**src/pkg/iesw_pkg.sv**
```systemverilog
// shared constants for the interrupt, edge and sleep controller
package iesw_pkg;
  // register offsets
  localparam logic [7:0] EDGE_SELECT_ADDR   = 8'he6;
  localparam logic [7:0] SLEEP_CONTROL_ADDR = 8'he7;
  localparam logic [7:0] PIN_FUNC_ADDR      = 8'he8;
  localparam logic [7:0] IRQ_EN_HIGH_ADDR   = 8'he9;
  localparam logic [7:0] IRQ_EN_LOW_ADDR    = 8'hea;
  localparam logic [7:0] BIT_PRESCALE_ADDR  = 8'heb;
  // reset values
  localparam logic [7:0] EDGE_SELECT_RST    = 8'h00;
  localparam logic [7:0] SLEEP_CONTROL_RST  = 8'h00;
  localparam logic [7:0] PIN_FUNC_RST       = 8'h00;
  localparam logic [7:0] IRQ_EN_RST         = 8'h00;
  localparam logic [7:0] BIT_PRESCALE_RST   = 8'h00;
  // field positions
  localparam int SLEEP_REQ_BIT  = 0;
  localparam int EDGE_A_LSB     = 0;
  localparam int EDGE_B_LSB     = 2;
  localparam int PSW_BRK_BIT    = 4;
  localparam int PSW_IFLAG_BIT  = 2;
  // edge modes
  localparam logic [1:0] EDGE_RISE = 2'h0;
  localparam logic [1:0] EDGE_FALL = 2'h1;
  localparam logic [1:0] EDGE_BOTH = 2'h2;
  // sources and vectors
  localparam int NUM_SRC = 8;
  localparam logic [7:0] VEC_BRK  = 8'hde;
  localparam logic [7:0] VEC_BASE = 8'he0;
  // timing
  localparam int MACHINE_DIV     = 4;
  localparam int ACCEPT_CLKS     = 8;
  localparam int MIN_RESP_CYCLES = 12;
  localparam logic [7:0] BIT_TOP = 8'hff;
  localparam logic [7:0] BIT_START = 8'h00;
endpackage : iesw_pkg

```
**src/pkg/iesw_if.sv**
```systemverilog
// link between the interrupt controller and the cpu core
`timescale 1ns/1ps
interface iesw_if;
  // register access from the core
  logic       reg_wr;
  logic       reg_rd;
  logic [7:0] reg_addr;
  logic [7:0] reg_wdata;
  logic [7:0] reg_rdata;
  // core status and instruction events
  logic       psw_iflag;
  logic       instr_done;
  logic       brk_exec;
  logic       iflag_set;
  // vectoring towards the core
  logic       vec_req;
  logic [7:0] vec_addr;
  logic       vec_brk;
  logic       vec_ack;
  logic       push_pc_psw;
  logic       clr_iflag;
  logic       cpu_halt;
  logic       resume;
  modport dev (
    input  reg_wr, reg_rd, reg_addr, reg_wdata, psw_iflag, instr_done, brk_exec,
    input  iflag_set, vec_ack,
    output reg_rdata, vec_req, vec_addr, vec_brk, push_pc_psw, clr_iflag, cpu_halt,
    output resume
  );
  modport core (
    output reg_wr, reg_rd, reg_addr, reg_wdata, psw_iflag, instr_done, brk_exec,
    output iflag_set, vec_ack,
    input  reg_rdata, vec_req, vec_addr, vec_brk, push_pc_psw, clr_iflag, cpu_halt,
    input  resume
  );
endinterface : iesw_if

```
**src/hdl/iesw_ctrl.sv**
```systemverilog
`timescale 1ns/1ps
module iesw_ctrl #(
  parameter int NSRC = iesw_pkg::NUM_SRC
) (
  // clock and reset
  input  wire logic            core_clk_i,
  input  wire logic            rst_b_i,
  // external pins and peripheral requests
  input  wire logic            port0_bit0_i,
  input  wire logic            port0_bit1_i,
  input  wire logic [NSRC-3:0] periph_irq_i,
  // core side
  iesw_if.dev                  cpu
);
  typedef enum logic [1:0] {
    IESW_RUN   = 2'b00,
    IESW_ACPT  = 2'b01,
    IESW_SLEEP = 2'b10,
    IESW_WAKE  = 2'b11
  } iesw_state_t;

  iesw_state_t state_ff;
  iesw_state_t nxt_state;
  logic [7:0]  edge_select_ff;
  logic [7:0]  sleep_control_ff;
  logic [7:0]  pin_function_select_ff;
  logic [7:0]  irq_enable_high_ff;
  logic [7:0]  irq_enable_low_ff;
  logic [7:0]  bit_prescale_ff;
  logic [1:0]  mc_cnt_ff;
  logic        mc_tick;
  logic        edge_a;
  logic        edge_b;
  logic        ext_irq_a_request_flag_ff;
  logic        ext_irq_b_request_flag_ff;
  logic        ext_a_poll_ff;
  logic        ext_b_poll_ff;
  logic        brk_pend_ff;
  logic [NSRC-1:0] pend;
  logic [NSRC-1:0] enab;
  logic [NSRC-1:0] live;
  logic [2:0]  win_idx;
  logic        win_any;
  logic [2:0]  sel_ff;
  logic        sel_brk_ff;
  logic [3:0]  acc_cnt_ff;
  logic [7:0]  bit_cnt_ff;
  logic [7:0]  pre_cnt_ff;
  logic        vec_req_ff;
  logic [7:0]  vec_addr_ff;
  logic        vec_brk_ff;
  logic        push_ff;
  logic        clr_iflag_ff;
  logic        resume_ff;
  logic [7:0]  rdata_ff;
  logic        clr_sel;
  logic [3:0]  age_a_ff;
  logic [3:0]  age_b_ff;
  logic        age_a_done;
  logic        age_b_done;

  // machine cycle enable
  always_ff @(posedge core_clk_i or negedge rst_b_i) begin
    if (!rst_b_i) begin
      mc_cnt_ff <= 2'h0;
    end else begin
      mc_cnt_ff <= mc_cnt_ff + 2'h1;
    end
  end
  assign mc_tick = (mc_cnt_ff == 2'(iesw_pkg::MACHINE_DIV - 1));

  iesw_edge_det u_edge_a (
    .core_clk_i (core_clk_i),
    .rst_b_i    (rst_b_i),
    .line_i     (port0_bit0_i),
    .enable_i   (pin_function_select_ff[0]),
    .mode_i     (edge_select_ff[iesw_pkg::EDGE_A_LSB +: 2]),
    .edge_o     (edge_a)
  );
  iesw_edge_det u_edge_b (
    .core_clk_i (core_clk_i),
    .rst_b_i    (rst_b_i),
    .line_i     (port0_bit1_i),
    .enable_i   (pin_function_select_ff[1]),
    .mode_i     (edge_select_ff[iesw_pkg::EDGE_B_LSB +: 2]),
    .edge_o     (edge_b)
  );

  // register writes; sleep bit also cleared by hardware on release
  always_ff @(posedge core_clk_i or negedge rst_b_i) begin
    if (!rst_b_i) begin
      edge_select_ff         <= iesw_pkg::EDGE_SELECT_RST;
      sleep_control_ff       <= iesw_pkg::SLEEP_CONTROL_RST;
      pin_function_select_ff <= iesw_pkg::PIN_FUNC_RST;
      irq_enable_high_ff     <= iesw_pkg::IRQ_EN_RST;
      irq_enable_low_ff      <= iesw_pkg::IRQ_EN_RST;
      bit_prescale_ff        <= iesw_pkg::BIT_PRESCALE_RST;
    end else begin
      // any write to another register must not hold off the release clear
      if (state_ff == IESW_WAKE && nxt_state == IESW_RUN) begin
        sleep_control_ff[iesw_pkg::SLEEP_REQ_BIT] <= 1'b0;
      end
      if (cpu.reg_wr) begin
        unique case (cpu.reg_addr)
          iesw_pkg::EDGE_SELECT_ADDR:   edge_select_ff <= cpu.reg_wdata;
          iesw_pkg::SLEEP_CONTROL_ADDR: sleep_control_ff <= cpu.reg_wdata;
          iesw_pkg::PIN_FUNC_ADDR:      pin_function_select_ff <= cpu.reg_wdata;
          iesw_pkg::IRQ_EN_HIGH_ADDR:   irq_enable_high_ff <= cpu.reg_wdata;
          iesw_pkg::IRQ_EN_LOW_ADDR:    irq_enable_low_ff <= cpu.reg_wdata;
          iesw_pkg::BIT_PRESCALE_ADDR:  bit_prescale_ff <= cpu.reg_wdata;
          default: ;
        endcase
      end
    end
  end

  always_ff @(posedge core_clk_i or negedge rst_b_i) begin
    if (!rst_b_i) begin
      rdata_ff <= 8'h00;
    end else if (cpu.reg_rd) begin
      unique case (cpu.reg_addr)
        iesw_pkg::EDGE_SELECT_ADDR:   rdata_ff <= edge_select_ff;
        iesw_pkg::SLEEP_CONTROL_ADDR: rdata_ff <= sleep_control_ff;
        iesw_pkg::PIN_FUNC_ADDR:      rdata_ff <= pin_function_select_ff;
        iesw_pkg::IRQ_EN_HIGH_ADDR:   rdata_ff <= irq_enable_high_ff;
        iesw_pkg::IRQ_EN_LOW_ADDR:    rdata_ff <= irq_enable_low_ff;
        iesw_pkg::BIT_PRESCALE_ADDR:  rdata_ff <= bit_prescale_ff;
        default:                      rdata_ff <= 8'h00;
      endcase
    end
  end
  assign cpu.reg_rdata = rdata_ff;

  // request flags: edge set wins over acceptance clear
  assign clr_sel = (state_ff == IESW_ACPT) && (acc_cnt_ff == 4'h0);
  always_ff @(posedge core_clk_i or negedge rst_b_i) begin
    if (!rst_b_i) begin
      ext_irq_a_request_flag_ff <= 1'b0;
      ext_irq_b_request_flag_ff <= 1'b0;
      ext_a_poll_ff             <= 1'b0;
      ext_b_poll_ff             <= 1'b0;
      brk_pend_ff               <= 1'b0;
    end else begin
      if (edge_a) begin
        ext_irq_a_request_flag_ff <= 1'b1;
      end else if (clr_sel && !sel_brk_ff && sel_ff == 3'h0) begin
        ext_irq_a_request_flag_ff <= 1'b0;
      end
      if (edge_b) begin
        ext_irq_b_request_flag_ff <= 1'b1;
      end else if (clr_sel && !sel_brk_ff && sel_ff == 3'h1) begin
        ext_irq_b_request_flag_ff <= 1'b0;
      end
      // polled copy takes the flag at the next machine cycle tick; acceptance clears it at once
      if (mc_tick) begin
        ext_a_poll_ff <= ext_irq_a_request_flag_ff & ~clr_sel;
        ext_b_poll_ff <= ext_irq_b_request_flag_ff & ~clr_sel;
      end else if (clr_sel) begin
        ext_a_poll_ff <= 1'b0;
        ext_b_poll_ff <= 1'b0;
      end
      if (cpu.brk_exec) begin
        brk_pend_ff <= 1'b1;
      end else if (clr_sel && sel_brk_ff) begin
        brk_pend_ff <= 1'b0;
      end
    end
  end

  // external requests age a full response time before they count, so no call
  // comes sooner than the minimum, whatever the instruction length
  always_ff @(posedge core_clk_i or negedge rst_b_i) begin
    if (!rst_b_i) begin
      age_a_ff <= 4'h0;
      age_b_ff <= 4'h0;
    end else begin
      if (!ext_irq_a_request_flag_ff) begin
        age_a_ff <= 4'h0;
      end else if (mc_tick && !age_a_done) begin
        age_a_ff <= age_a_ff + 4'h1;
      end
      if (!ext_irq_b_request_flag_ff) begin
        age_b_ff <= 4'h0;
      end else if (mc_tick && !age_b_done) begin
        age_b_ff <= age_b_ff + 4'h1;
      end
    end
  end
  assign age_a_done = (age_a_ff == 4'(iesw_pkg::MIN_RESP_CYCLES));
  assign age_b_done = (age_b_ff == 4'(iesw_pkg::MIN_RESP_CYCLES));

  assign pend = {periph_irq_i, ext_b_poll_ff & age_b_done, ext_a_poll_ff & age_a_done};
  assign enab = {irq_enable_low_ff[NSRC-3:0], irq_enable_high_ff[7:6]};
  assign live = pend & enab;

  // lowest index wins, fixed polling order
  always_comb begin
    win_idx = 3'h0;
    win_any = 1'b0;
    for (int i = NSRC - 1; i >= 0; i--) begin
      if (live[i]) begin
        win_idx = 3'(i);
        win_any = 1'b1;
      end
    end
  end

  always_comb begin
    nxt_state = state_ff;
    unique case (state_ff)
      IESW_RUN: begin
        if ((win_any || brk_pend_ff) && cpu.psw_iflag && cpu.instr_done && mc_tick) begin
          nxt_state = IESW_ACPT;
        end else if (sleep_control_ff[iesw_pkg::SLEEP_REQ_BIT]) begin
          nxt_state = IESW_SLEEP;
        end
      end
      IESW_ACPT: begin
        if (acc_cnt_ff == 4'(iesw_pkg::ACCEPT_CLKS - 1)) begin
          nxt_state = IESW_RUN;
        end
      end
      IESW_SLEEP: begin
        if (win_any) begin
          nxt_state = IESW_WAKE;
        end
      end
      IESW_WAKE: begin
        if (bit_cnt_ff == iesw_pkg::BIT_TOP && pre_cnt_ff == bit_prescale_ff) begin
          nxt_state = IESW_RUN;
        end
      end
    endcase
  end

  always_ff @(posedge core_clk_i or negedge rst_b_i) begin
    if (!rst_b_i) begin
      state_ff <= IESW_RUN;
    end else begin
      state_ff <= nxt_state;
    end
  end

  // acceptance sequencing
  always_ff @(posedge core_clk_i or negedge rst_b_i) begin
    if (!rst_b_i) begin
      acc_cnt_ff   <= 4'h0;
      sel_ff       <= 3'h0;
      sel_brk_ff   <= 1'b0;
      vec_req_ff   <= 1'b0;
      vec_addr_ff  <= 8'h00;
      vec_brk_ff   <= 1'b0;
      push_ff      <= 1'b0;
      clr_iflag_ff <= 1'b0;
    end else begin
      push_ff      <= 1'b0;
      clr_iflag_ff <= 1'b0;
      if (state_ff == IESW_RUN && nxt_state == IESW_ACPT) begin
        acc_cnt_ff   <= 4'h0;
        sel_ff       <= win_idx;
        sel_brk_ff   <= ~win_any;
        clr_iflag_ff <= 1'b1;
      end else if (state_ff == IESW_ACPT) begin
        acc_cnt_ff <= acc_cnt_ff + 4'h1;
        if (acc_cnt_ff == 4'h1) begin
          push_ff <= 1'b1;
        end
        if (nxt_state == IESW_RUN) begin
          vec_req_ff  <= 1'b1;
          vec_brk_ff  <= sel_brk_ff;
          vec_addr_ff <= sel_brk_ff ? iesw_pkg::VEC_BRK
                                    : iesw_pkg::VEC_BASE + {4'h0, sel_ff, 1'b0};
        end
      end
      if (vec_req_ff && cpu.vec_ack) begin
        vec_req_ff <= 1'b0;
      end
    end
  end
  assign cpu.vec_req     = vec_req_ff;
  assign cpu.vec_addr    = vec_addr_ff;
  assign cpu.vec_brk     = vec_brk_ff;
  assign cpu.push_pc_psw = push_ff;
  assign cpu.clr_iflag   = clr_iflag_ff;

  // wake timer: interval count 00 to ff paced by prescaler
  always_ff @(posedge core_clk_i or negedge rst_b_i) begin
    if (!rst_b_i) begin
      bit_cnt_ff <= iesw_pkg::BIT_START;
      pre_cnt_ff <= 8'h00;
      resume_ff  <= 1'b0;
    end else begin
      resume_ff <= 1'b0;
      if (state_ff != IESW_WAKE) begin
        bit_cnt_ff <= iesw_pkg::BIT_START;
        pre_cnt_ff <= 8'h00;
      end else if (pre_cnt_ff == bit_prescale_ff) begin
        pre_cnt_ff <= 8'h00;
        bit_cnt_ff <= bit_cnt_ff + 8'h01;
        // without master enable the core simply continues
        resume_ff  <= (nxt_state == IESW_RUN) && !cpu.psw_iflag;
      end else begin
        pre_cnt_ff <= pre_cnt_ff + 8'h01;
      end
    end
  end
  assign cpu.resume   = resume_ff;
  assign cpu.cpu_halt = (state_ff == IESW_SLEEP) || (state_ff == IESW_WAKE);
endmodule : iesw_ctrl

```
**src/hdl/iesw_edge_det.sv**
```systemverilog
// synchronised edge detector with selectable mode for one external line
`timescale 1ns/1ps
module iesw_edge_det (
  // clock and reset
  input  wire logic       core_clk_i,
  input  wire logic       rst_b_i,
  // line and control
  input  wire logic       line_i,
  input  wire logic       enable_i,
  input  wire logic [1:0] mode_i,
  // event
  output logic            edge_o
);
  logic s1_ff;
  logic s2_ff;
  logic s3_ff;

  always_ff @(posedge core_clk_i or negedge rst_b_i) begin
    if (!rst_b_i) begin
      s1_ff <= 1'b0;
      s2_ff <= 1'b0;
      s3_ff <= 1'b0;
    end else begin
      s1_ff <= line_i;
      s2_ff <= s1_ff;
      s3_ff <= s2_ff;
    end
  end

  always_comb begin
    edge_o = 1'b0;
    if (enable_i) begin
      unique case (mode_i)
        iesw_pkg::EDGE_RISE: edge_o = ~s3_ff & s2_ff;
        iesw_pkg::EDGE_FALL: edge_o = s3_ff & ~s2_ff;
        // codes 10 and 11 both take either edge
        default:             edge_o = s3_ff ^ s2_ff;
      endcase
    end
  end
endmodule : iesw_edge_det

```
**src/flat_wrapper.sv**
```systemverilog
// flat-port wrapper written by rule: the top's interface ports become plain ports
module iesw_ctrl_flat 
#(
  parameter int NSRC = iesw_pkg::NUM_SRC
)
  (core_clk_i, rst_b_i, port0_bit0_i, port0_bit1_i, periph_irq_i, cpu_reg_wr, cpu_reg_rd, cpu_reg_addr, cpu_reg_wdata, cpu_psw_iflag, cpu_instr_done, cpu_brk_exec, cpu_iflag_set, cpu_vec_ack, cpu_reg_rdata, cpu_vec_req, cpu_vec_addr, cpu_vec_brk, cpu_push_pc_psw, cpu_clr_iflag, cpu_cpu_halt, cpu_resume);
  iesw_if cpu_i ();
  input  wire logic core_clk_i;
  input  wire logic rst_b_i;
  input  wire logic port0_bit0_i;
  input  wire logic port0_bit1_i;
  input  wire logic [NSRC-3:0] periph_irq_i;
  input wire logic [$bits(cpu_i.reg_wr)-1:0] cpu_reg_wr;
  input wire logic [$bits(cpu_i.reg_rd)-1:0] cpu_reg_rd;
  input wire logic [$bits(cpu_i.reg_addr)-1:0] cpu_reg_addr;
  input wire logic [$bits(cpu_i.reg_wdata)-1:0] cpu_reg_wdata;
  input wire logic [$bits(cpu_i.psw_iflag)-1:0] cpu_psw_iflag;
  input wire logic [$bits(cpu_i.instr_done)-1:0] cpu_instr_done;
  input wire logic [$bits(cpu_i.brk_exec)-1:0] cpu_brk_exec;
  input wire logic [$bits(cpu_i.iflag_set)-1:0] cpu_iflag_set;
  input wire logic [$bits(cpu_i.vec_ack)-1:0] cpu_vec_ack;
  output wire logic [$bits(cpu_i.reg_rdata)-1:0] cpu_reg_rdata;
  output wire logic [$bits(cpu_i.vec_req)-1:0] cpu_vec_req;
  output wire logic [$bits(cpu_i.vec_addr)-1:0] cpu_vec_addr;
  output wire logic [$bits(cpu_i.vec_brk)-1:0] cpu_vec_brk;
  output wire logic [$bits(cpu_i.push_pc_psw)-1:0] cpu_push_pc_psw;
  output wire logic [$bits(cpu_i.clr_iflag)-1:0] cpu_clr_iflag;
  output wire logic [$bits(cpu_i.cpu_halt)-1:0] cpu_cpu_halt;
  output wire logic [$bits(cpu_i.resume)-1:0] cpu_resume;
  assign cpu_i.reg_wr = cpu_reg_wr;
  assign cpu_i.reg_rd = cpu_reg_rd;
  assign cpu_i.reg_addr = cpu_reg_addr;
  assign cpu_i.reg_wdata = cpu_reg_wdata;
  assign cpu_i.psw_iflag = cpu_psw_iflag;
  assign cpu_i.instr_done = cpu_instr_done;
  assign cpu_i.brk_exec = cpu_brk_exec;
  assign cpu_i.iflag_set = cpu_iflag_set;
  assign cpu_i.vec_ack = cpu_vec_ack;
  assign cpu_reg_rdata = cpu_i.reg_rdata;
  assign cpu_vec_req = cpu_i.vec_req;
  assign cpu_vec_addr = cpu_i.vec_addr;
  assign cpu_vec_brk = cpu_i.vec_brk;
  assign cpu_push_pc_psw = cpu_i.push_pc_psw;
  assign cpu_clr_iflag = cpu_i.clr_iflag;
  assign cpu_cpu_halt = cpu_i.cpu_halt;
  assign cpu_resume = cpu_i.resume;
  iesw_ctrl #(.NSRC(NSRC)) u_core (.core_clk_i(core_clk_i), .rst_b_i(rst_b_i), .port0_bit0_i(port0_bit0_i), .port0_bit1_i(port0_bit1_i), .periph_irq_i(periph_irq_i), .cpu(cpu_i));
endmodule
```
**config.mk**
```make
export PLATFORM = sky130hd
export DESIGN_NAME = iesw_ctrl_flat
export DESIGN_NICKNAME = d
export VERILOG_FILES = /design/src/pkg/iesw_pkg.sv /design/src/pkg/iesw_if.sv /design/src/hdl/iesw_ctrl.sv /design/src/hdl/iesw_edge_det.sv /design/src/flat_wrapper.sv
export SDC_FILE = /design/constraint.sdc
export NUM_CORES = 1
export LEC_CHECK = 0
export ABC_CLOCK_PERIOD_IN_PS = 1900
export BUFFER_PORTS_ARGS = -buffer_cell sky130_fd_sc_hd__buf_2
export CAP_MARGIN = 40
export CORE_MARGIN = 2
export CORE_UTILIZATION = 55
export CTS_BUF_LIST = sky130_fd_sc_hd__clkbuf_4
export DETAILED_ROUTE_END_ITERATION = 8
export PLACE_DENSITY = 0.79
export SLEW_MARGIN = 10
export SYNTH_ARGS = -nofsm -noshare
export SYNTH_HDL_FRONTEND = slang
export SYNTH_HIERARCHICAL = 1
export SYNTH_SLANG_ARGS = --single-unit
```
**constraint.sdc**
```tcl
create_clock -name core_clk_i -period 1.9 [get_ports core_clk_i]
set_input_delay 0.285 -clock core_clk_i [delete_from_list [all_inputs] [get_ports core_clk_i]]
set_output_delay 0.285 -clock core_clk_i [all_outputs]
set_load 0.005 [all_outputs]
```
==> impl_results.md, run 1 <==
* CP Launch Type: register
* Req. time, crit path at 2300 ps
* RSZ-0062 raised after global routing: true
* Max cap viols at 0
* Critical path peak fanout at 5
* TritonCTS Buffers at 17
* 1st-iter DRT viols at 172
* DRC violations left at 0
* Cell count after placement at 680
* FF+latch count, synth at 113
* Fmax at 0.518 GHz
* Period utilization at 102%
* Final setup vio count at 4
* Core ar. at 9640 µm²
* Setup CP Type: register to register
* Int Pwr at 3.88 mW
* Most used flip-flop cell after synthesis: dfrtp_1
* Slew headroom at 58.2%
* Unique cell type count in the Yosys netlist at 54
* Filler cells at 717
* EDFF count, synth at 0
* Hold Path Sink: u_core/irq_enable_high_ff[4]$_DFFE_PN0P_
* Post-layout worst setup margin at -28.9 ps
* Status: finished with violations
* Area Overhead vs Synth at 22.5%
* Worst path max stage delay at 410 ps
* Critical R2R Launch: u_core/age_b_ff[0]$_DFFE_PN0P_
* DR vias at 4002
* Final net count at 627
* Worst-Margin Slew at 627 ps
* Synth area leaders: dfrtp_1 52%, mux2_2 12%, ha_1 3.2%
* Synthesized instance count at 467
* Routability cong. at 0.877
* GR Overflow Total at 0
* Yosys warns at 6
* Async S/R FF share, synth at 100%
* Syn nets at 514
* Fin. Hold Viols at 0
* Worst Path Arrival at 2330 ps
* First-pass GRT wire length at 19900 µm
* Cells on worst reg2reg path at 8
* Overall routing resource usage at 25.1%
* Mux cell area share after synthesis at 15.9%
* Mapped Area at 5410 µm²
* Crit Reg-Reg Endpoint: u_core/sel_ff[2]$_DFFE_PN0P_
* Pwr dens at 813 nW/µm²
* WL final at 12100 µm
* Longest Clk Path Bufs at 2
* Starting Density at 56.1%
* Placement Cell Area at 6160 µm²
* Synth cell count leaders: 113 x dfrtp_1, 56 x mux2_2, 35 x nand2_1
* Post-route insts no fill at 725
* Initial antenna violation count at 0
* Register area at 2830 µm²
* Fin area at 6630 µm²
* Main combinational cell family by area after synthesis: multiplexers
* Psw at 1.51 mW
* Die width at 103 µm
* Die area at 10600 µm²
* DRT antenna net count at 0
* Layout cells sized above 1 at 37.0%
* Latest clock arrival within the worst-skew pair at 520 ps
* Min cycle time layout at 1930 ps
* Die H at 103 µm
* Post-synthesis sequential area ratio at 52.3%
* Adder-cell share of the synthesized area at 3.24%
* DP Wirelength at 8640 µm
* CTS tree: yes
* Switching Fraction at 28.0%
* Largest net degree at the start of global routing at 48
* Crit-path slowest cell: dfrtp_1
* Pleak at 3.33 nW
* Flop pwr share at 50.9%
* Final Util at 68.7%
* H-tree depth at 4
* Clock transition at the registers of the reported paths at 110 ps
* Buffers plus inverters on the worst setup path at 2
* Worst VDD drop at 0.372 mV
* ANT cells at 0
* CTS Sinks at 113
* Std cell rows at 36
* Crit path capture type: register
* Top cell type's share of synthesized area at 52.3%
* R2R Setup Slk at -30 ps
* Multi-input combinational cell area at 2510 µm²
* Via density at 5.52
* Max-slew violation count at 0
* Post-Syn Area per Cell at 11.6 µm²
* Post-synthesis simple-gate area fraction at 14.0%
* Hold WC Path Type: primary input to register
* Largest delay share family, worst path: flip-flops
* Clock share of power at 31.6%
* CP cell instances: inv_2 -> ha_4 -> nand3_4 -> nor2_4 -> nor4b_4 -> a2111oi_4 -> buf_4 -> mux2_4
* I/O Pins at 55
* Comb power frac at 17.5%
* Number of global-route vias before repair at 4128
* Wire per inst at 16.6 µm
* Most frequent cell after synthesis: dfrtp_1
* Compound-Gate Fraction of Synth Area at 7.19%
* Hold depth at 2
* Xor/xnor share of the synthesized area at 4.21%
* CTS root buf: clkbuf_4
* Port Buf Inserts at 52
* First-pass DRT Iterations at 4
* Cell taking the most area after synthesis: dfrtp_1
* Failing checks: negative setup slack
* Clk_skew at 15.1 ps
* Hold Path Origin: cpu_reg_wdata[4]
## worst max-delay path by stage
stage / startpoint / endpoint / slack, ps / depth (start not counted)
2_1_floorplan: u_core/age_b_ff[0]$_DFFE_PN0P_ / u_core/sel_brk_ff$_DFFE_PN0P_ / 20 / 7
4_1_cts: u_core/age_a_ff[0]$_DFFE_PN0P_ / u_core/sel_ff[1]$_DFFE_PN0P_ / -20 / 9
5_1_grt: u_core/age_b_ff[0]$_DFFE_PN0P_ / u_core/sel_ff[2]$_DFFE_PN0P_ / -110 / 8
3_3_place_gp: u_core/age_b_ff[0]$_DFFE_PN0P_ / u_core/sel_brk_ff$_DFFE_PN0P_ / -40 / 9
6_report: u_core/age_b_ff[0]$_DFFE_PN0P_ / u_core/sel_ff[2]$_DFFE_PN0P_ / -30 / 8
3_5_place_dp: u_core/age_b_ff[0]$_DFFE_PN0P_ / u_core/sel_ff[0]$_DFFE_PN0P_ / -140 / 9
## sequential cells by signal (all words and copies together), names as in the netlist, 3 cells and up
name	cells
u_core/bit_cnt_ff	8
u_core/bit_prescale_ff	8
u_core/cpu.reg_rdata	8
u_core/edge_select_ff	8
u_core/irq_enable_high_ff	8
u_core/irq_enable_low_ff	8
u_core/pin_function_select_ff	8
u_core/pre_cnt_ff	8
u_core/sleep_control_ff	8
u_core/cpu.vec_addr	6
u_core/acc_cnt_ff	4
u_core/age_a_ff	4
u_core/age_b_ff	4
u_core/sel_ff	3
## placed cells by master, fill, tap and decap left out, types with 8 or more instances in the layout
cell type	instances
dfrtp_1	111
mux2_2	52
buf_2	51
buf_4	51
nand2_1	35
nor2_1	31
clkbuf_4	23
nand3_1	21
inv_1	20
xor2_1	20
mux2i_1	14
ha_1	13
o22ai_1	11
a21oi_1	9
and2_1	8
## timing repair
action | CTS | global route
endpoints found under the hold margin | 47 | 0
setup endpoints to repair | 4 | 13
resized for setup | 10 | 9
gates cloned | 0 | 0
hold buffers | 6 | 0
pin swaps | 3 | 8
buffers inserted | 5 | 4
## layout make-up
cell class	count	area share [%]
timing repair buffer	112	11.7
clock inverter	8	1.34
multi-input combinational	314	37.8
clock buffer	23	2.61
inverter	22	1.25
tap	133	2.51
sequential	113	42.7
## worst register-to-register path: stages (launching register included)
cell	delay, ps
dfrtp_1	410
inv_2	80
ha_4	150
nand3_4	90
nor2_4	160
nor4b_4	80
a2111oi_4	340
buf_4	210
mux2_4	310
## through the flow
step	setup slack (ps)	TNS (ps)	total power [mW]	hold slack, ps
after detailed placement	-137	-1700	3.64	341
after global routing	-108	-434	5.70	15.5
after global placement	-43.8	-172	3.58	335
final	-28.9	-96.7	5.39	79.3
after CTS	-23.2	-55.0	5.36	23.4
after floorplan	21.9	0	3.27	-10.6
## routing by layer
layer | routed length (µm) | track usage (%)
met2 | 6200 | 42.3
met4 | 356 | 11.2
met1 | 4980 | 30.5
met5 | 0 | 0
met3 | 518 | 6.59
## power by group through the flow
stage                     Clock [mW]  Combinational (mW)  Sequential [mW]
final                           1.70               0.945             2.74
after floorplan                    0               0.530             2.74
after global placement             0               0.814             2.77
after detailed placement           0               0.856             2.78
after global routing            1.89                1.05             2.76
after CTS                       1.75               0.883             2.73
## cells by family after synthesis
kind of cell,count (synthesis)
simple gates,144
flops,113
mux,75
compound gates,54
buf+inv,40
xor+xnor,26
fa+ha+maj,14
other cells,1
Note: power is estimated with default switching activity, not from simulation.
==> run 2: changes to the inputs <==
--- a/config.mk
+++ b/config.mk
@@ -5,14 +5,15 @@
 export SDC_FILE = /design/constraint.sdc
 export NUM_CORES = 1
 export LEC_CHECK = 0
-export ABC_CLOCK_PERIOD_IN_PS = 1900
+export ABC_CLOCK_PERIOD_IN_PS = 1830
 export BUFFER_PORTS_ARGS = -buffer_cell sky130_fd_sc_hd__buf_2
 export CAP_MARGIN = 40
 export CORE_MARGIN = 2
-export CORE_UTILIZATION = 55
+export CORE_UTILIZATION = 60
 export CTS_BUF_LIST = sky130_fd_sc_hd__clkbuf_4
+export CTS_CLUSTER_DIAMETER = 80
 export DETAILED_ROUTE_END_ITERATION = 8
-export PLACE_DENSITY = 0.79
+export PLACE_DENSITY = 0.82
 export SLEW_MARGIN = 10
 export SYNTH_ARGS = -nofsm -noshare
 export SYNTH_HDL_FRONTEND = slang
==> constraint.sdc (replaced) <==
create_clock -name core_clk_i -period 1.83 [get_ports core_clk_i]
set_input_delay 0.2745 -clock core_clk_i [delete_from_list [all_inputs] [get_ports core_clk_i]]
set_output_delay 0.2745 -clock core_clk_i [all_outputs]
set_load 0.005 [all_outputs]
==> impl_results.md, run 2 (synthesized netlist as in run 1, its figures left out) <==
* Status: finished with violations
* Failing checks: negative setup slack
* Worst VDD drop at 0.622 mV
* TritonCTS Buffers at 17
* Setup CP Type: register to register
* Largest net degree at the start of global routing at 43
* Number of global-route vias before repair at 4213
* Area Overhead vs Synth at 24.1%
* Worst path max stage delay at 400 ps
* Multi-input combinational cell area at 2570 µm²
* Layout cells sized above 1 at 38.2%
* Req. time, crit path at 2210 ps
* Die width at 99.0 µm
* Starting Density at 62.1%
* Switching Fraction at 29.2%
* Critical path peak fanout at 5
* Filler cells at 521
* CTS root buf: clkbuf_4
* Psw at 1.72 mW
* Comb power frac at 20.2%
* I/O Pins at 55
* Period utilization at 102%
* Overall power at 5.90 mW
* Initial antenna violation count at 0
* Wire per inst at 17.6 µm
* Pwr dens at 879 nW/µm²
* Final worst hold slack at 81.0 ps
* DP Wirelength at 8670 µm
* Crit-path slowest cell: dfrtp_1
* CP Launch Type: register
* Register area at 2830 µm²
* Cell count after placement at 659
* Post-layout worst setup margin at -38.7 ps
* Overall routing resource usage at 26.6%
* Int Pwr at 4.18 mW
* Flop pwr share at 48.2%
* Crit path capture type: register
* Most frequent cells in the layout: 112 x dfrtp_1, 58 x buf_4, 52 x mux2_2
* DR vias at 4062
* Clk_skew at 21.4 ps
* First-pass DRT Iterations at 5
* DRC violations left at 0
* Most common cell after layout, fill and taps aside: dfrtp_1
* Fmax at 0.535 GHz
* CP cell instances: inv_1 -> ha_2 -> nand3_4 -> nor2_4 -> nor4b_4 -> a2111oi_4 -> buf_4 -> mux2_4
* Via density at 5.74
* Final net count at 634
* Worst Path Arrival at 2250 ps
* Min cycle time layout at 1870 ps
* Hold WC Path Type: primary input to register
* Port Buf Inserts at 52
* Pleak at 3.36 nW
* Final Util at 77.0%
* 1st-iter DRT viols at 251
* Worst slack, placed at -123 ps
* Largest delay share family, worst path: flip-flops
* CTS tree: yes
* WL final at 12500 µm
* Max-slew violation count at 0
* Clock share of power at 31.6%
* Core ar. at 8720 µm²
* Latest clock arrival within the worst-skew pair at 510 ps
* Post-route insts no fill at 708
* RSZ-0062 raised after global routing: true
* Fin. Hold Viols at 0
* GR Overflow Total at 0
* Clock transition at the registers of the reported paths at 110 ps
* Die H at 99.0 µm
* Buffers plus inverters on the worst setup path at 2
* DRT antenna net count at 0
* H-tree depth at 4
* Max cap viols at 0
* Std cell rows at 34
* Longest Clk Path Bufs at 2
* CTS Sinks at 113
* ANT cells at 0
* Routability cong. at 0.882
* Die area at 9800 µm²
* First-pass GRT wire length at 20300 µm
* Final setup vio count at 4
[run 2: cell types whose count changed in the layout (fill, tap and decap cells not counted), sizes merged]
cell and delta:
buf +7, clkinvlp +3, clkbuf -5, bufinv +1, clkinv +2
[run 2: layout make-up]
type | instances | area share, %
flip-flops and latches | 113 | 42.1
multi-input cells | 314 | 38.3
repair buffers | 119 | 12.1
clock inverters | 14 | 2.18
clock buffers | 18 | 2.01
well taps | 108 | 2.01
inverters | 22 | 1.23
[run 2: worst paths after layout]
kind	start	end	slack [ps]	depth (start not counted)
max in group asynchronous	rst_b_i	u_core/cpu.clr_iflag$_DFF_PN0_	1130	3
setup reg to reg	u_core/age_a_ff[0]$_DFFE_PN0P_	u_core/sel_ff[0]$_DFFE_PN0P_	-40	8
hold reg to reg	u_core/u_edge_a/s1_ff$_DFF_PN0_	u_core/u_edge_a/s2_ff$_DFF_PN0_	370	0
hold / removal	cpu_reg_rd	u_core/cpu.reg_rdata[7]$_DFFE_PN0P_	80	2
setup / recovery	u_core/age_a_ff[0]$_DFFE_PN0P_	u_core/sel_ff[0]$_DFFE_PN0P_	-40	8
min in group asynchronous	rst_b_i	u_core/age_b_ff[3]$_DFFE_PN0P_	130	2
[run 2: metrics by stage]
| step | setup TNS [ps] | cell area, µm² |
|---|---|---|
| after global routing | -668 | 6710 |
| after floorplan | 0 | 5480 |
| final | -97.3 | 6710 |
| after detailed placement | -3360 | 6190 |
| after CTS | -334 | 6620 |
| after global placement | -2160 | 6190 |
[run 2: power groups by stage]
stage,Clock (mW),Sequential (mW),Combinational (mW)
after floorplan,0,2.85,0.594
after global placement,0,2.87,0.917
after detailed placement,0,2.89,0.961
after CTS,1.89,2.83,1.07
after global routing,2.00,2.86,1.29
final,1.87,2.84,1.19
[run 2: repair_timing]
| action | 4_1_cts | 5_1_grt |
|---|---|---|
| pin swaps | 6 | 13 |
| setup buffers | 8 | 4 |
| setup endpoints to repair | 5 | 14 |
| hold endpoints to repair | 118 | 0 |
| gates resized for setup | 8 | 11 |
| hold buffers | 6 | 0 |
[run 2: routing by layer]
| metal | vias up | routed length (µm) | GRT usage [%] |
|---|---|---|---|
| li1 | 1883 | - | - |
| met1 | 2035 | 5110 | 32.9 |
| met2 | 122 | 6490 | 46.4 |
| met3 | 22 | 617 | 4.89 |
| met4 | 0 | 248 | 10.3 |
| met5 | - | 0 | 0 |
==> run 3: changes to the inputs <==
--- a/config.mk
+++ b/config.mk
@@ -5,15 +5,17 @@
 export SDC_FILE = /design/constraint.sdc
 export NUM_CORES = 1
 export LEC_CHECK = 0
-export ABC_CLOCK_PERIOD_IN_PS = 1830
+export ABC_CLOCK_PERIOD_IN_PS = 1900
 export BUFFER_PORTS_ARGS = -buffer_cell sky130_fd_sc_hd__buf_2
 export CAP_MARGIN = 40
+export CELL_PAD_IN_SITES_DETAIL_PLACEMENT = 0
+export CELL_PAD_IN_SITES_GLOBAL_PLACEMENT = 1
 export CORE_MARGIN = 2
-export CORE_UTILIZATION = 60
+export CORE_UTILIZATION = 49
 export CTS_BUF_LIST = sky130_fd_sc_hd__clkbuf_4
 export CTS_CLUSTER_DIAMETER = 80
 export DETAILED_ROUTE_END_ITERATION = 8
-export PLACE_DENSITY = 0.82
+export PLACE_DENSITY = 0.83
 export SLEW_MARGIN = 10
 export SYNTH_ARGS = -nofsm -noshare
 export SYNTH_HDL_FRONTEND = slang
==> constraint.sdc (replaced) <==
create_clock -name core_clk_i -period 1.9 [get_ports core_clk_i]
set_input_delay 0.285 -clock core_clk_i [delete_from_list [all_inputs] [get_ports core_clk_i]]
set_output_delay 0.285 -clock core_clk_i [all_outputs]
set_load 0.005 [all_outputs]
==> impl_results.md, run 3 (synthesized netlist as in run 1, its figures left out) <==
* Min cycle time layout at 1870 ps
* 1st-iter DRT viols at 278
* Routability cong. at 0.761
* First-pass GRT wire length at 19100 µm
* Top Usage Layer GRT: met2
* WL final at 11700 µm
* Buffers plus inverters on the worst setup path at 2
* CP cell instances: inv_1 -> ha_2 -> nand3_4 -> nor2_4 -> nor4b_4 -> a2111oi_4 -> buf_4 -> mux2_2
* Area Overhead vs Synth at 20.6%
* Die width at 109 µm
* Final net count at 626
* Period utilization at 98.3%
* Critical path peak fanout at 5
* Worst VDD drop at 0.445 mV
* Most common cell after layout, fill and taps aside: dfrtp_1
* Fmax at 0.535 GHz
* DRC violations left at 0
* Worst-Margin Slew at 501 ps
* RSZ-0062 raised after global routing: true
* Largest net degree at the start of global routing at 42
* Slew headroom at 66.6%
* Number of global-route vias before repair at 3868
* Clock transition at the registers of the reported paths at 100 ps
* Pleak at 3.28 nW
* Max-slew violation count at 0
* Setup CP Type: register to register
* GR Layer Usage met2 at 34.5%
* DR vias at 3867
* Initial antenna violation count at 0
* Most frequent cells in the layout: 113 x dfrtp_1, 56 x mux2_2, 51 x buf_2, 51 x buf_4, 35 x nand2_1
* GR Util met3 at 4.54%
* DRT antenna net count at 0
* Max cap viols at 0
* Core ar. at 10800 µm²
* Via density at 5.29
* H-tree depth at 4
* Worst path max stage delay at 390 ps
* Clk_skew at 13.8 ps
* Longest Clk Path Bufs at 2
* Pwr dens at 773 nW/µm²
* Final setup vio count at 0
* Final Util at 60.5%
* Die area at 11900 µm²
* Overall power at 5.05 mW
* CTS root buf: clkbuf_4
* Latest clock arrival within the worst-skew pair at 510 ps
* Fin. Hold Viols at 0
* Std cell rows at 38
* Hold WC Path Type: primary input to register
* ANT cells at 0
* Overall routing resource usage at 21.3%
* Largest delay share family, worst path: flip-flops
* Status: complete, no violations
* Filler cells at 895
* Layout cells sized above 1 at 35.7%
* First-pass DRT Iterations at 4
* Crit path capture type: register
* Port Buf Inserts at 52
* Wire per inst at 16.0 µm
* TritonCTS Buffers at 17
* CTS Sinks at 113
* I/O Pins at 55
* CP Launch Type: register
* Worst Path Arrival at 2260 ps
* GR Overflow Total at 0
* Crit-path slowest cell: dfrtp_1
* Req. time, crit path at 2290 ps
* M1 GR Usage at 28.1%
* Die H at 109 µm
* DP Wirelength at 8410 µm
* Starting Density at 50.1%
* CTS tree: yes
[run 3: cell types whose count changed in the layout (fill, tap and decap cells not counted), sizes merged]
cell	previous run	this run
buf	113	105
bufinv	3	0
clkbuf	18	20
clkinv	8	11
clkinvlp	3	0
[run 3: power by group]
part / switching, mW / internal (mW)
Sequential: 0.164 / 2.57
Clock: 0.849 / 0.517
Combinational: 0.490 / 0.453
[run 3: worst paths after layout]
path | start | slack, ps | end | cells past startpoint
max in group asynchronous | rst_b_i | 1020 | u_core/bit_cnt_ff[7]$_DFFE_PN0P_ | 3
setup reg to reg | u_core/age_a_ff[1]$_DFFE_PN0P_ | 30 | u_core/sel_brk_ff$_DFFE_PN0P_ | 8
setup / recovery | u_core/age_a_ff[1]$_DFFE_PN0P_ | 30 | u_core/sel_brk_ff$_DFFE_PN0P_ | 8
min in group asynchronous | rst_b_i | 280 | u_core/ext_b_poll_ff$_DFFE_PN0P_ | 2
hold reg to reg | u_core/u_edge_a/s1_ff$_DFF_PN0_ | 360 | u_core/u_edge_a/s2_ff$_DFF_PN0_ | 0
hold / removal | cpu_reg_rd | 70 | u_core/cpu.reg_rdata[7]$_DFFE_PN0P_ | 2
[run 3: layout make-up]
type / instances / area (µm²) / share of cell area, %
inverters: 22 / 82.6 / 1.27
repair buffers: 111 / 758 / 11.6
multi-input cells: 314 / 2480 / 38.1
clock buffers: 20 / 150 / 2.30
well taps: 140 / 175 / 2.68
clock inverters: 11 / 48.8 / 0.748
flip-flops and latches: 113 / 2830 / 43.3
[run 3: worst register-to-register path: stages (launching register included)]
cell	delay, ps
dfrtp_1	390
inv_1	60
ha_2	190
nand3_4	90
nor2_4	150
nor4b_4	70
a2111oi_4	280
buf_4	190
mux2_2	330
[run 3: per-stage QoR]
step / setup slack [ps] / cell area, µm² / hold slack (ps) / setup TNS, ps / std cells
global route: -76.8 / 6530 / 53.5 / -279 / 731
floorplan: 21.9 / 5420 / -10.6 / 0 / 467
finish: 32.2 / 6530 / 74.5 / 0 / 731
global placement: -57.7 / 6160 / 281 / -697 / 687
CTS: 4.83 / 6440 / 36.9 / 0 / 724
detailed placement: -58.4 / 6160 / 287 / -1060 / 687
[run 3: timing repair]
action / 4_1_cts / 5_1_grt
resized for setup: 3 / 8
pin swaps: 2 / 4
setup buffers: 0 / 7
endpoints found under the hold margin: 39 / 0
endpoints found under the setup margin: 4 / 9
hold buffers: 6 / 0
[run 3: layer usage]
| metal | wire length (µm) | share of wire (%) | vias to the layer above |
|---|---|---|---|
| met5 | 0 | 0 | - |
| met2 | 5740 | 49 | 77 |
| met3 | 384 | 3.3 | 16 |
| met4 | 196 | 1.7 | 0 |
| met1 | 5390 | 46 | 1913 |
| li1 | - | - | 1861 |
